==> src/rtl/sqr_params.svh <==
`ifndef SQR_PARAMS_SVH
`define SQR_PARAMS_SVH
// apb byte offsets
`define SQR_OFF_CTRL 12'h000
`define SQR_OFF_ERR 12'h004
`define SQR_OFF_QRY 12'h008
// control fields: terminator, eoi mode, trigger source, format, srq enable
`define SQR_CTRL_TERM 0
`define SQR_CTRL_EOI 2
`define SQR_CTRL_TRIG 4
`define SQR_CTRL_FMT 8
`define SQR_CTRL_SRQ 12
`define SQR_CTRL_MASK 32'h0000_1FFF
`define SQR_CTRL_RST 32'h0000_0070
// error word bit positions
`define SQR_ERR_CMD 0
`define SQR_ERR_OPT 1
`define SQR_ERR_REM 2
`define SQR_ERR_TST 3
`define SQR_ERR_OVR 4
`define SQR_ERR_EARLY 5
`define SQR_ERR_LOOP 6
`define SQR_ERR_INIT 7
`define SQR_ERR_SETUP 8
`define SQR_ERR_W 9
// query argument limits
`define SQR_MAX_SETUP 7'h64
`define SQR_MAX_UNIT 7'h04
// ascii characters
`define SQR_ASC_0 8'h30
`define SQR_ASC_1 8'h31
`define SQR_ASC_CR 8'h0D
`define SQR_ASC_LF 8'h0A
`define SQR_ASC_COMMA 8'h2C
`define SQR_ASC_SP 8'h20
`endif

==> src/rtl/sqr_pkg.sv <==
package sqr_pkg;
    typedef enum logic [1:0] {
        SQR_IDLE,
        SQR_BODY,
        SQR_STREAM,
        SQR_TERM
    } sqr_state_type;
    typedef enum logic [3:0] {
        mode_word_query = 4'h0,
        error_word_query = 4'h1,
        setup_dump_query = 4'h2,
        step_pointer_query = 4'h3,
        slave_count_query = 4'h4,
        card_model_query = 4'h5,
        settle_time_query = 4'h6,
        port_input_query = 4'h7,
        check_pins_query = 4'h8,
        revision_item = 4'hE,
        no_item = 4'hF
    } sqr_query_type;
endpackage

==> src/rtl/sqr_responder.sv <==
`timescale 1ns/10ps
`default_nettype none
`include "sqr_params.svh"

// What this block does
// selector 0 sends the mode word
// selector 1 sends error bits as ascii
// error bits latch until the word is read
// any error shows poll flag, optional srq
// unknown letter or bad option set bits
// execute while not remote sets error
// rom or ram self-test fault sets bit
// trigger before ready ignored, overrun set
// trigger before settled processed, early set
// chain fault sets loop error bit
// card checksum fault at power-up flagged
// bad stored setup flagged and cleared
// selector 2 dumps setup in present format
// selector 3 sends relay step pointer
// selector 4 sends slave count
// selector 5 sends card models, NONE empty
// selector 6 sends longest settling milliseconds
// selector 7 sends master digital inputs
// selector 8 sends relay-test pins 0-15
// each query answered by one talk only
// item state taken at talk time
// no query yet: revision, two spaces
// selector and argument held until replaced
module sqr_responder #(
    parameter int SLOTS = 6,
    parameter logic [7:0] REV_LETTER = 8'h41, // arbitrary value
    parameter logic [15:0] REV_NUM = 16'h000A // arbitrary value
) (
    input wire logic sys_clk_in,
    input wire logic reset_in,
    input wire logic psel_in,
    input wire logic penable_in,
    input wire logic pwrite_in,
    input wire logic [11:0] paddr_in,
    input wire logic [31:0] pwdata_in,
    output logic [31:0] prdata_out,
    output logic pready_out,
    output logic pslverr_out,
    input wire logic query_valid_in,
    input wire logic [3:0] query_sel_in,
    input wire logic [6:0] query_arg_in,
    input wire logic talk_req_in,
    output logic [7:0] byte_out,
    output logic byte_valid_out,
    output logic byte_eoi_out,
    input wire logic byte_ready_in,
    output logic setup_req_out,
    output logic [6:0] setup_idx_out,
    input wire logic [7:0] setup_byte_in,
    input wire logic setup_valid_in,
    input wire logic setup_last_in,
    output logic setup_ready_out,
    input wire logic invalid_command_error_in,
    input wire logic invalid_option_error_in,
    input wire logic execute_in,
    input wire logic remote_in,
    input wire logic rom_fail_in,
    input wire logic ram_fail_in,
    input wire logic trigger_in,
    input wire logic ready_in,
    input wire logic settled_in,
    output logic trigger_accept_out,
    input wire logic loop_fault_in,
    input wire logic powerup_in,
    input wire logic card_cksum_fail_in,
    input wire logic setup_cksum_bad_in,
    input wire logic [6:0] setup_check_idx_in,
    output logic setup_clear_out,
    output logic [6:0] setup_clear_idx_out,
    input wire logic [7:0] step_ptr_in,
    input wire logic [2:0] slave_count_in,
    input wire logic [15:0] settle_ms_in,
    input wire logic [7:0] port_in,
    input wire logic [3:0] check_pins_in,
    input wire logic [SLOTS*16-1:0] card_model_in,
    output logic [2:0] card_unit_out,
    output logic poll_error_out,
    output logic srq_out
);
    import sqr_pkg::*;

    // *****************************************
    // helpers
    // *****************************************
    // decimal digit p of v as ascii
    function automatic logic [7:0] dec_char(input logic [15:0] v, input logic [2:0] p);
        logic [15:0] d;
        d = v;
        unique case (p)
            3'd0: d = v;
            3'd1: d = v / 16'd10;
            3'd2: d = v / 16'd100;
            3'd3: d = v / 16'd1000;
            default: d = v / 16'd10000;
        endcase
        return `SQR_ASC_0 + 8'(d % 16'd10);
    endfunction

    // one character of a card slot field: four bcd digits or NONE
    function automatic logic [7:0] card_char(input logic [15:0] m, input logic [2:0] k);
        logic [7:0] c;
        c = `SQR_ASC_COMMA;
        if (m == 16'h0000) begin
            unique case (k)
                3'd0: c = 8'h4E;
                3'd1: c = 8'h4F;
                3'd2: c = 8'h4E;
                3'd3: c = 8'h45;
                default: c = `SQR_ASC_COMMA;
            endcase
        end else if (k < 3'd4) begin
            c = `SQR_ASC_0 + {4'h0, 4'(m >> (5'd12 - {k[1:0], 2'b00}))};
        end
        return c;
    endfunction

    // *****************************************
    // register bus
    // *****************************************
    logic [31:0] ctrl_q;
    logic [`SQR_ERR_W-1:0] err_q;
    logic [3:0] sel_q;
    logic [6:0] arg_q;
    logic pending_q;
    logic ever_q;
    logic apb_hit;
    logic [1:0] term_sel;
    logic eoi_en;
    logic srq_en;

    assign apb_hit = (paddr_in == `SQR_OFF_CTRL) || (paddr_in == `SQR_OFF_ERR) || (paddr_in == `SQR_OFF_QRY);
    assign pready_out = 1'b1;
    assign pslverr_out = psel_in && penable_in && !apb_hit;
    assign term_sel = ctrl_q[`SQR_CTRL_TERM +: 2];
    assign eoi_en = !ctrl_q[`SQR_CTRL_EOI];
    assign srq_en = ctrl_q[`SQR_CTRL_SRQ];

    // control word, written in the access phase
    always_ff @(posedge sys_clk_in or posedge reset_in) begin
        if (reset_in) begin
            ctrl_q <= `SQR_CTRL_RST;
        end else if (psel_in && penable_in && pwrite_in && paddr_in == `SQR_OFF_CTRL) begin
            ctrl_q <= pwdata_in & `SQR_CTRL_MASK;
        end
    end

    // read data staged in setup; error view here does not clear the bits
    always_ff @(posedge sys_clk_in or posedge reset_in) begin
        if (reset_in) begin
            prdata_out <= 32'h0000_0000;
        end else if (psel_in && !penable_in) begin
            unique case (paddr_in)
                `SQR_OFF_CTRL: prdata_out <= ctrl_q;
                `SQR_OFF_ERR: prdata_out <= {23'h00_0000, err_q};
                `SQR_OFF_QRY: prdata_out <= {18'h0_0000, ever_q, pending_q, 1'b0, arg_q, sel_q};
                default: prdata_out <= 32'h0000_0000;
            endcase
        end
    end

    // *****************************************
    // error word
    // *****************************************
    logic [`SQR_ERR_W-1:0] err_set;
    logic err_clr;
    logic bad_query;
    logic talk_start;
    sqr_state_type state_q;

    assign bad_query = query_valid_in && ((query_sel_in > 4'h8)
        || (query_sel_in == 4'h2 && query_arg_in > `SQR_MAX_SETUP)
        || (query_sel_in == 4'h5 && query_arg_in > `SQR_MAX_UNIT));
    assign talk_start = talk_req_in && state_q == SQR_IDLE;
    assign err_clr = talk_start && pending_q && sel_q == 4'h1;

    // event sources of each error bit
    always_comb begin
        err_set = '0;
        err_set[`SQR_ERR_CMD] = invalid_command_error_in;
        err_set[`SQR_ERR_OPT] = invalid_option_error_in || bad_query;
        err_set[`SQR_ERR_REM] = execute_in && !remote_in;
        err_set[`SQR_ERR_TST] = rom_fail_in || ram_fail_in;
        err_set[`SQR_ERR_OVR] = trigger_in && !ready_in;
        err_set[`SQR_ERR_EARLY] = trigger_in && ready_in && !settled_in;
        err_set[`SQR_ERR_LOOP] = loop_fault_in;
        err_set[`SQR_ERR_INIT] = powerup_in && card_cksum_fail_in;
        err_set[`SQR_ERR_SETUP] = powerup_in && setup_cksum_bad_in;
    end

    // sticky bits; a new event in the clearing cycle survives
    always_ff @(posedge sys_clk_in or posedge reset_in) begin
        if (reset_in) begin
            err_q <= '0;
        end else begin
            err_q <= (err_q & {`SQR_ERR_W{!err_clr}}) | err_set;
        end
    end

    // early triggers still go through, overruns do not
    assign trigger_accept_out = trigger_in && ready_in;
    assign poll_error_out = |err_q;

    // service request on a fresh error when enabled
    always_ff @(posedge sys_clk_in or posedge reset_in) begin
        if (reset_in) begin
            srq_out <= 1'b0;
        end else begin
            srq_out <= srq_en && |err_set;
        end
    end

    // corrupted stored setup is wiped by the setup store
    always_ff @(posedge sys_clk_in or posedge reset_in) begin
        if (reset_in) begin
            setup_clear_out <= 1'b0;
            setup_clear_idx_out <= 7'h00;
        end else begin
            setup_clear_out <= powerup_in && setup_cksum_bad_in;
            setup_clear_idx_out <= setup_check_idx_in;
        end
    end

    // *****************************************
    // query capture
    // *****************************************
    // last good query is kept; a query landing with a talk wins
    always_ff @(posedge sys_clk_in or posedge reset_in) begin
        if (reset_in) begin
            sel_q <= 4'h0;
            arg_q <= 7'h00;
            pending_q <= 1'b0;
            ever_q <= 1'b0;
        end else if (query_valid_in && !bad_query) begin
            sel_q <= query_sel_in;
            arg_q <= query_arg_in;
            pending_q <= 1'b1;
            ever_q <= 1'b1;
        end else if (talk_start) begin
            pending_q <= 1'b0;
        end
    end

    assign card_unit_out = arg_q[2:0];

    // *****************************************
    // talker
    // *****************************************
    sqr_query_type item_q;
    logic [15:0] snap_q;
    logic [`SQR_ERR_W-1:0] err_snap_q;
    logic [6:0] ptr_q;
    logic [6:0] body_len;
    logic [7:0] ch;
    logic load_ok;
    logic take;
    logic term_last;
    logic body_last;

    // body length of each item in characters
    always_comb begin
        unique case (item_q)
            mode_word_query: body_len = 7'd8;
            error_word_query: body_len = 7'(`SQR_ERR_W);
            step_pointer_query: body_len = 7'd3;
            slave_count_query: body_len = 7'd1;
            card_model_query: body_len = 7'(SLOTS * 5 - 1);
            settle_time_query: body_len = 7'd5;
            port_input_query: body_len = 7'd3;
            check_pins_query: body_len = 7'd2;
            revision_item: body_len = 7'd5;
            default: body_len = 7'd0;
        endcase
    end

    // item, and the error word or numeric value, are frozen when addressed to talk
    always_ff @(posedge sys_clk_in or posedge reset_in) begin
        if (reset_in) begin
            item_q <= no_item;
            snap_q <= 16'h0000;
            err_snap_q <= '0;
        end else if (talk_start) begin
            item_q <= pending_q ? sqr_query_type'(sel_q) : (ever_q ? no_item : revision_item);
            err_snap_q <= err_q;
            unique case (sel_q)
                4'h3: snap_q <= {8'h00, step_ptr_in};
                4'h4: snap_q <= {13'h0000, slave_count_in};
                4'h6: snap_q <= settle_ms_in;
                4'h7: snap_q <= {8'h00, port_in};
                4'h8: snap_q <= {12'h000, check_pins_in};
                default: snap_q <= 16'h0000;
            endcase
        end
    end

    // next character of the item or of the terminator
    always_comb begin
        ch = `SQR_ASC_SP;
        if (state_q == SQR_STREAM) begin
            ch = setup_byte_in;
        end else if (state_q == SQR_TERM) begin
            unique case (term_sel)
                2'd0: ch = (ptr_q == 7'd0) ? `SQR_ASC_CR : `SQR_ASC_LF;
                2'd1: ch = (ptr_q == 7'd0) ? `SQR_ASC_LF : `SQR_ASC_CR;
                2'd2: ch = `SQR_ASC_CR;
                2'd3: ch = `SQR_ASC_LF;
            endcase
        end else begin
            unique case (item_q)
                mode_word_query: begin
                    unique case (ptr_q[2:0])
                        3'd0: ch = 8'h47;
                        3'd1: ch = `SQR_ASC_0 + {4'h0, ctrl_q[`SQR_CTRL_FMT +: 4]};
                        3'd2: ch = 8'h4B;
                        3'd3: ch = `SQR_ASC_0 + {6'h00, ctrl_q[`SQR_CTRL_EOI +: 2]};
                        3'd4: ch = 8'h54;
                        3'd5: ch = `SQR_ASC_0 + {4'h0, ctrl_q[`SQR_CTRL_TRIG +: 4]};
                        3'd6: ch = 8'h59;
                        3'd7: ch = `SQR_ASC_0 + {6'h00, term_sel};
                    endcase
                end
                error_word_query: begin
                    ch = err_snap_q[4'(`SQR_ERR_W - 1) - ptr_q[3:0]] ? `SQR_ASC_1 : `SQR_ASC_0;
                end
                card_model_query: begin
                    ch = card_char(card_model_in[(ptr_q / 7'd5) * 16 +: 16], 3'(ptr_q % 7'd5));
                end
                revision_item: begin
                    unique case (ptr_q[2:0])
                        3'd0: ch = REV_LETTER;
                        3'd1: ch = dec_char(REV_NUM, 3'd1);
                        3'd2: ch = dec_char(REV_NUM, 3'd0);
                        default: ch = `SQR_ASC_SP;
                    endcase
                end
                default: ch = dec_char(snap_q, 3'(body_len - 7'd1 - ptr_q));
            endcase
        end
    end

    assign load_ok = !byte_valid_out || byte_ready_in;
    assign setup_ready_out = state_q == SQR_STREAM && load_ok;
    assign take = load_ok && (state_q == SQR_BODY || state_q == SQR_TERM
        || (state_q == SQR_STREAM && setup_valid_in));
    assign term_last = ptr_q == ((term_sel < 2'd2) ? 7'd1 : 7'd0);
    assign body_last = ptr_q == body_len - 7'd1;

    // sequencer: body, or streamed setup, then terminator
    always_ff @(posedge sys_clk_in or posedge reset_in) begin
        if (reset_in) begin
            state_q <= SQR_IDLE;
            ptr_q <= 7'h00;
        end else begin
            unique case (state_q)
                SQR_IDLE: begin
                    ptr_q <= 7'h00;
                    if (talk_start) begin
                        if (pending_q && sel_q == 4'h2) begin
                            state_q <= SQR_STREAM;
                        end else if (pending_q || !ever_q) begin
                            state_q <= SQR_BODY;
                        end else begin
                            state_q <= SQR_TERM;
                        end
                    end
                end
                SQR_BODY: begin
                    if (take) begin
                        ptr_q <= body_last ? 7'h00 : ptr_q + 7'd1;
                        if (body_last) begin
                            state_q <= SQR_TERM;
                        end
                    end
                end
                SQR_STREAM: begin
                    if (take && setup_last_in) begin
                        state_q <= SQR_TERM;
                    end
                end
                SQR_TERM: begin
                    if (take) begin
                        ptr_q <= term_last ? 7'h00 : ptr_q + 7'd1;
                        if (term_last) begin
                            state_q <= SQR_IDLE;
                        end
                    end
                end
            endcase
        end
    end

    // setup store request at the start of a dump
    always_ff @(posedge sys_clk_in or posedge reset_in) begin
        if (reset_in) begin
            setup_req_out <= 1'b0;
            setup_idx_out <= 7'h00;
        end else begin
            setup_req_out <= talk_start && pending_q && sel_q == 4'h2;
            if (talk_start) begin
                setup_idx_out <= arg_q;
            end
        end
    end

    // output byte register; eoi rides with the final terminator byte
    always_ff @(posedge sys_clk_in or posedge reset_in) begin
        if (reset_in) begin
            byte_out <= 8'h00;
            byte_valid_out <= 1'b0;
            byte_eoi_out <= 1'b0;
        end else if (load_ok) begin
            byte_valid_out <= take;
            if (take) begin
                byte_out <= ch;
                byte_eoi_out <= eoi_en && state_q == SQR_TERM && term_last;
            end
        end
    end

    // *****************************************
    // checks
    // *****************************************
    localparam int REV_MAX = 3;

    property p_err_hold;
        @(posedge sys_clk_in) disable iff (reset_in)
        err_q[`SQR_ERR_CMD] && !err_clr |=> err_q[`SQR_ERR_CMD];
    endproperty
    a_err_hold: assert property (p_err_hold) else $error("error bit dropped without read");

    property p_err_read_clear;
        @(posedge sys_clk_in) disable iff (reset_in)
        err_clr && !(|err_set) |=> err_q == '0 && err_snap_q == $past(err_q);
    endproperty
    a_err_read_clear: assert property (p_err_read_clear) else $error("error read did not clear");

    property p_poll_flag;
        @(posedge sys_clk_in) disable iff (reset_in)
        invalid_command_error_in |=> poll_error_out;
    endproperty
    a_poll_flag: assert property (p_poll_flag) else $error("poll flag missing after error");

    property p_srq;
        @(posedge sys_clk_in) disable iff (reset_in)
        execute_in && !remote_in && srq_en |=> srq_out && err_q[`SQR_ERR_REM];
    endproperty
    a_srq: assert property (p_srq) else $error("no service request on error");

    property p_opt;
        @(posedge sys_clk_in) disable iff (reset_in)
        query_valid_in && query_sel_in > 4'h8 |=> err_q[`SQR_ERR_OPT] && $stable(sel_q);
    endproperty
    a_opt: assert property (p_opt) else $error("bad selector accepted");

    property p_overrun;
        @(posedge sys_clk_in) disable iff (reset_in)
        trigger_in && !ready_in |-> !trigger_accept_out ##1 err_q[`SQR_ERR_OVR];
    endproperty
    a_overrun: assert property (p_overrun) else $error("overrun trigger mishandled");

    property p_early;
        @(posedge sys_clk_in) disable iff (reset_in)
        trigger_in && ready_in && !settled_in |-> trigger_accept_out ##1 err_q[`SQR_ERR_EARLY];
    endproperty
    a_early: assert property (p_early) else $error("early trigger mishandled");

    property p_selftest;
        @(posedge sys_clk_in) disable iff (reset_in)
        rom_fail_in || ram_fail_in |=> err_q[`SQR_ERR_TST];
    endproperty
    a_selftest: assert property (p_selftest) else $error("self-test bit not set");

    property p_setup_clear;
        @(posedge sys_clk_in) disable iff (reset_in)
        powerup_in && setup_cksum_bad_in |=> setup_clear_out && err_q[`SQR_ERR_SETUP]
            && setup_clear_idx_out == $past(setup_check_idx_in);
    endproperty
    a_setup_clear: assert property (p_setup_clear) else $error("bad setup not cleared");

    property p_once;
        @(posedge sys_clk_in) disable iff (reset_in)
        talk_start && !query_valid_in |=> !pending_q;
    endproperty
    a_once: assert property (p_once) else $error("query answered twice");

    property p_revision;
        @(posedge sys_clk_in) disable iff (reset_in)
        talk_start && !ever_q && byte_ready_in |-> ##[1:REV_MAX] byte_valid_out && byte_out == REV_LETTER;
    endproperty
    a_revision: assert property (p_revision) else $error("revision not sent first");

    c_err_read: cover property (@(posedge sys_clk_in) disable iff (reset_in) err_clr && err_q != '0);
    c_revision: cover property (@(posedge sys_clk_in) disable iff (reset_in) talk_start && !ever_q);
    c_dump: cover property (@(posedge sys_clk_in) disable iff (reset_in) take && setup_last_in);
    c_early: cover property (@(posedge sys_clk_in) disable iff (reset_in) trigger_in && ready_in && !settled_in);
endmodule
`default_nettype wire

==> config.mk <==
export PLATFORM = sky130hd
export DESIGN_NAME = sqr_responder
export DESIGN_NICKNAME = d
export VERILOG_FILES = /design/src/rtl/sqr_pkg.sv /design/src/rtl/sqr_responder.sv
export VERILOG_INCLUDE_DIRS = /design/src /design/src/rtl
export SDC_FILE = /design/constraint.sdc
export NUM_CORES = 1
export LEC_CHECK = 0
export ABC_AREA = 1
export BUFFER_PORTS_ARGS = -buffer_cell sky130_fd_sc_hd__buf_4
export CORE_MARGIN = 3
export CORE_UTILIZATION = 50
export CTS_BUF_LIST = sky130_fd_sc_hd__clkbuf_4 sky130_fd_sc_hd__clkbuf_8
export DETAILED_ROUTE_END_ITERATION = 6
export GPL_TIMING_DRIVEN = 0
export PLACE_DENSITY_LB_ADDON = 0.2
export SETUP_SLACK_MARGIN = 0.5
export SLEW_MARGIN = 20
export SYNTH_ARGS = -nofsm -noshare
export SYNTH_HDL_FRONTEND = slang
export SYNTH_SLANG_ARGS = --single-unit
==> constraint.sdc <==
create_clock -name sys_clk_in -period 82.5 [get_ports sys_clk_in]
set_clock_uncertainty 0.15 [all_clocks]
set_input_delay 16.5 -clock sys_clk_in [delete_from_list [all_inputs] [get_ports sys_clk_in]]
set_output_delay 16.5 -clock sys_clk_in [all_outputs]
set_load 0.05 [all_outputs]
==> out/qor.txt <==
cell taking the most area after synthesis: dfrtp_1
number of global-route vias before repair: 14510
Die H: 173.6 um
clk sink count: 114
post-route ant nets: 0
register area share after synthesis: 20.38%
Final #Nets: 2747
R2R Path Start: item_q[0]
RSZ-0062 raised after global routing: false
commonest non-fill, non-tap cell in the layout: nand2_1
Reg clk slew, reported paths: 0.08 ns
multi-input logic area: 9772 sq um
io pins: 295
synth warn: 0
Non-Filler Instances: 2764
Die Wd: 173.6 um
WS Path Type: reg2reg
largest net degree at the start of global routing: 83
top cell type's share of synthesized area: 19.07%
post-layout util: 62.09%
Post-Synthesis Cells: 2087
overall routed net length: 43000 um
Final Setup Violations: 0
Critical Path Source Type: register
CTS resizes: 0
Post-DP HPWL: 35460 um
setup TNS: 0 ns
most frequent cells in the layout: nand2_1, buf_4, inv_1
Fill cells: 2619
reg2reg path depth: 213
clock root buffer: clkbuf_8
setup bufs post-CTS: 0
Worst slew margin: 28.63%
Crit Path Max Fanout: 14
endpoint type of the worst setup path: register
die area: 30130 sq um
Starting DRT DRC Count: 1139
most used cell along the critical path: a21o_1
synthesized cell area: 14040 sq um
IO buf count: 256
Hold Path Class: reg2reg
# rows: 60
post-route cell area: 16920 sq um
vias per cell: 5.459
CTS buffer count: 17
Post-synth EDFFs: 0
Worst Tran Pin Value: 1.064 ns
Placed Area: 16530 sq um
Hold Buf Count CTS: 0
crit path from: item_q[0]
Crit Reg-Reg Endpoint: byte_out[6]
Pre-Repair DR Iteration Count: 5
CTS Buffer Depth: 2
CP required: 82.68 ns
grt ovf: 0
Initial Util: 51.52%
placer congestion estimate: 0.9597
Crit-path slowest cell: ha_1
CP Data Arrival Time: 35.34 ns
fin crit share: 42.62%
ys flop type: dfrtp_1
initial antenna violation count: 2
Final min period: 35.16 ns
Critical Path End: byte_out[6]
share of layout cells above drive strength 1: 19.77%
number of diodes: 0
WL per Instance: 15.56 um
Slew Viols, Final: 0
status: finished, final reports clean
Fmax achieved: 0.02844 GHz
CTS tree: done
first-pass GRT wire length: 69480 um
H-tree depth: 4
DRC Markers: 0
clk_lat worst skew: 0.44 ns
flop2flop setup slack: 47.34 ns
via count: 15090
largest cells by area after synthesis: dfrtp_1, ha_1, nand2_1
total area of sequential cells: 2861 sq um
Max-Cap Viols: 0
area of the core: 27250 sq um
Area Overhead vs Synth: 20.52%
GRT Total Usage: 27.48%
Post-synth ARST share: 100.0%
Hold Crit Start: err_snap_q[1]
Max stage delay on crit path: 0.60 ns
unique cell type count in the Yosys netlist: 63
Final Hold Viols: 0
syn avg cell area: 6.727 sq um
Seq cells post-synth: 114
dpl cells: 2733
## worst max-delay path, delay by kind of cell (launching register included)
| kind | cells | cell delay, ns |
|---|---|---|
| buffers and inverters | 36 | 5.39 |
| and+or+nand+nor | 62 | 6.93 |
| xor gates and xnor gates | 1 | 0.17 |
| adders and majority gates | 18 | 5.84 |
| AOI/OAI and AO/OA | 96 | 15.86 |
| DFF | 1 | 0.57 |
## Yosys cell counts (10+ instances only)
library cell and count:
a21o_1 40, a21oi_1 83, a22o_1 12, buf_4 22
clkbuf_1 52, dfrtp_1 107, ha_1 138, inv_1 247
inv_2 16, mux2_2 13, nand2_1 421, nand2_2 43
nand2_4 15, nand3_1 96, nand3_2 19, nand4_1 24
nor2_1 198, nor3_1 13, nor4_1 10, o211ai_1 22
o21a_1 22, o21ai_0 206, o21ai_1 29, o21bai_1 19
o221ai_1 11, o22ai_1 11, or2_2 11, xnor2_1 44
xor2_1 44
## metal layers
metal  vias up  wire length (um)  share of wire (%)  track usage [%]
li1       7513                 -                  -                -
met1      7008             18880                 44            35.27
met2       461             20560                 48            47.50
met3       102              2221                5.2            3.833
met4         4              1311                3.0            9.350
met5         -                23              0.053                0
## worst min path at each step
stage,endpoint,slack [ns],cells past startpoint
after detailed placement,err_snap_q[3],0.32,2
after floorplan,ever_q,0.28,2
final,err_snap_q[1],0.34,2
after global routing,prdata_out[5],0.35,2
after CTS,err_snap_q[3],0.34,2
after global placement,byte_out[3],0.32,2
## flip-flops by register name (all words and copies together) (netlist names)
name,flops
ever_q,1
sel_q,4
setup_req_out,1
byte_eoi_out,1
err_snap_q,9
setup_idx_out,7
err_q,9
srq_out,1
state_q,2
byte_valid_out,1
setup_clear_idx_out,7
snap_q,16
ctrl_q,13
setup_clear_out,1
item_q,4
prdata_out,14
byte_out,8
arg_q,7
pending_q,1
ptr_q,7
## logic make-up (layout without fill, tap and decap cells)
kind of cell	Yosys count	after routing	share of synthesized area, %
DFF	114	114	20.38
buffers and inverters	355	643	10.52
other	2	19	0.05349
and+or+nand+nor	868	868	28.17
xor gates and xnor gates	88	88	5.490
adders and majority gates	139	139	12.44
AOI/OAI and AO/OA	508	508	21.91
muxes	13	13	1.043
## per-stage QoR
stage	hold slack, ns	setup slack [ns]
3_5_place_dp	0.3220	47.91
4_1_cts	0.3412	47.71
5_1_grt	0.3534	43.70
3_3_place_gp	0.3200	47.92
2_1_floorplan	0.2841	48.30
6_report	0.3395	47.34
## layout make-up
type                            instances  share of cell area [%]
Clock inverter                         14                  0.9243
Sequential cell                       114                   16.91
Tap cell                              372                   2.751
Clock buffer                           17                   1.383
Inverter                              269                   6.130
Buffer                                 86                   2.625
Multi-Input combinational cell       1635                   57.75
Timing Repair Buffer                  257                   11.52
Power is left out: the tool's default activity adds up to more than one toggle a clock period on the data nets, which glitch-free logic cannot reach.
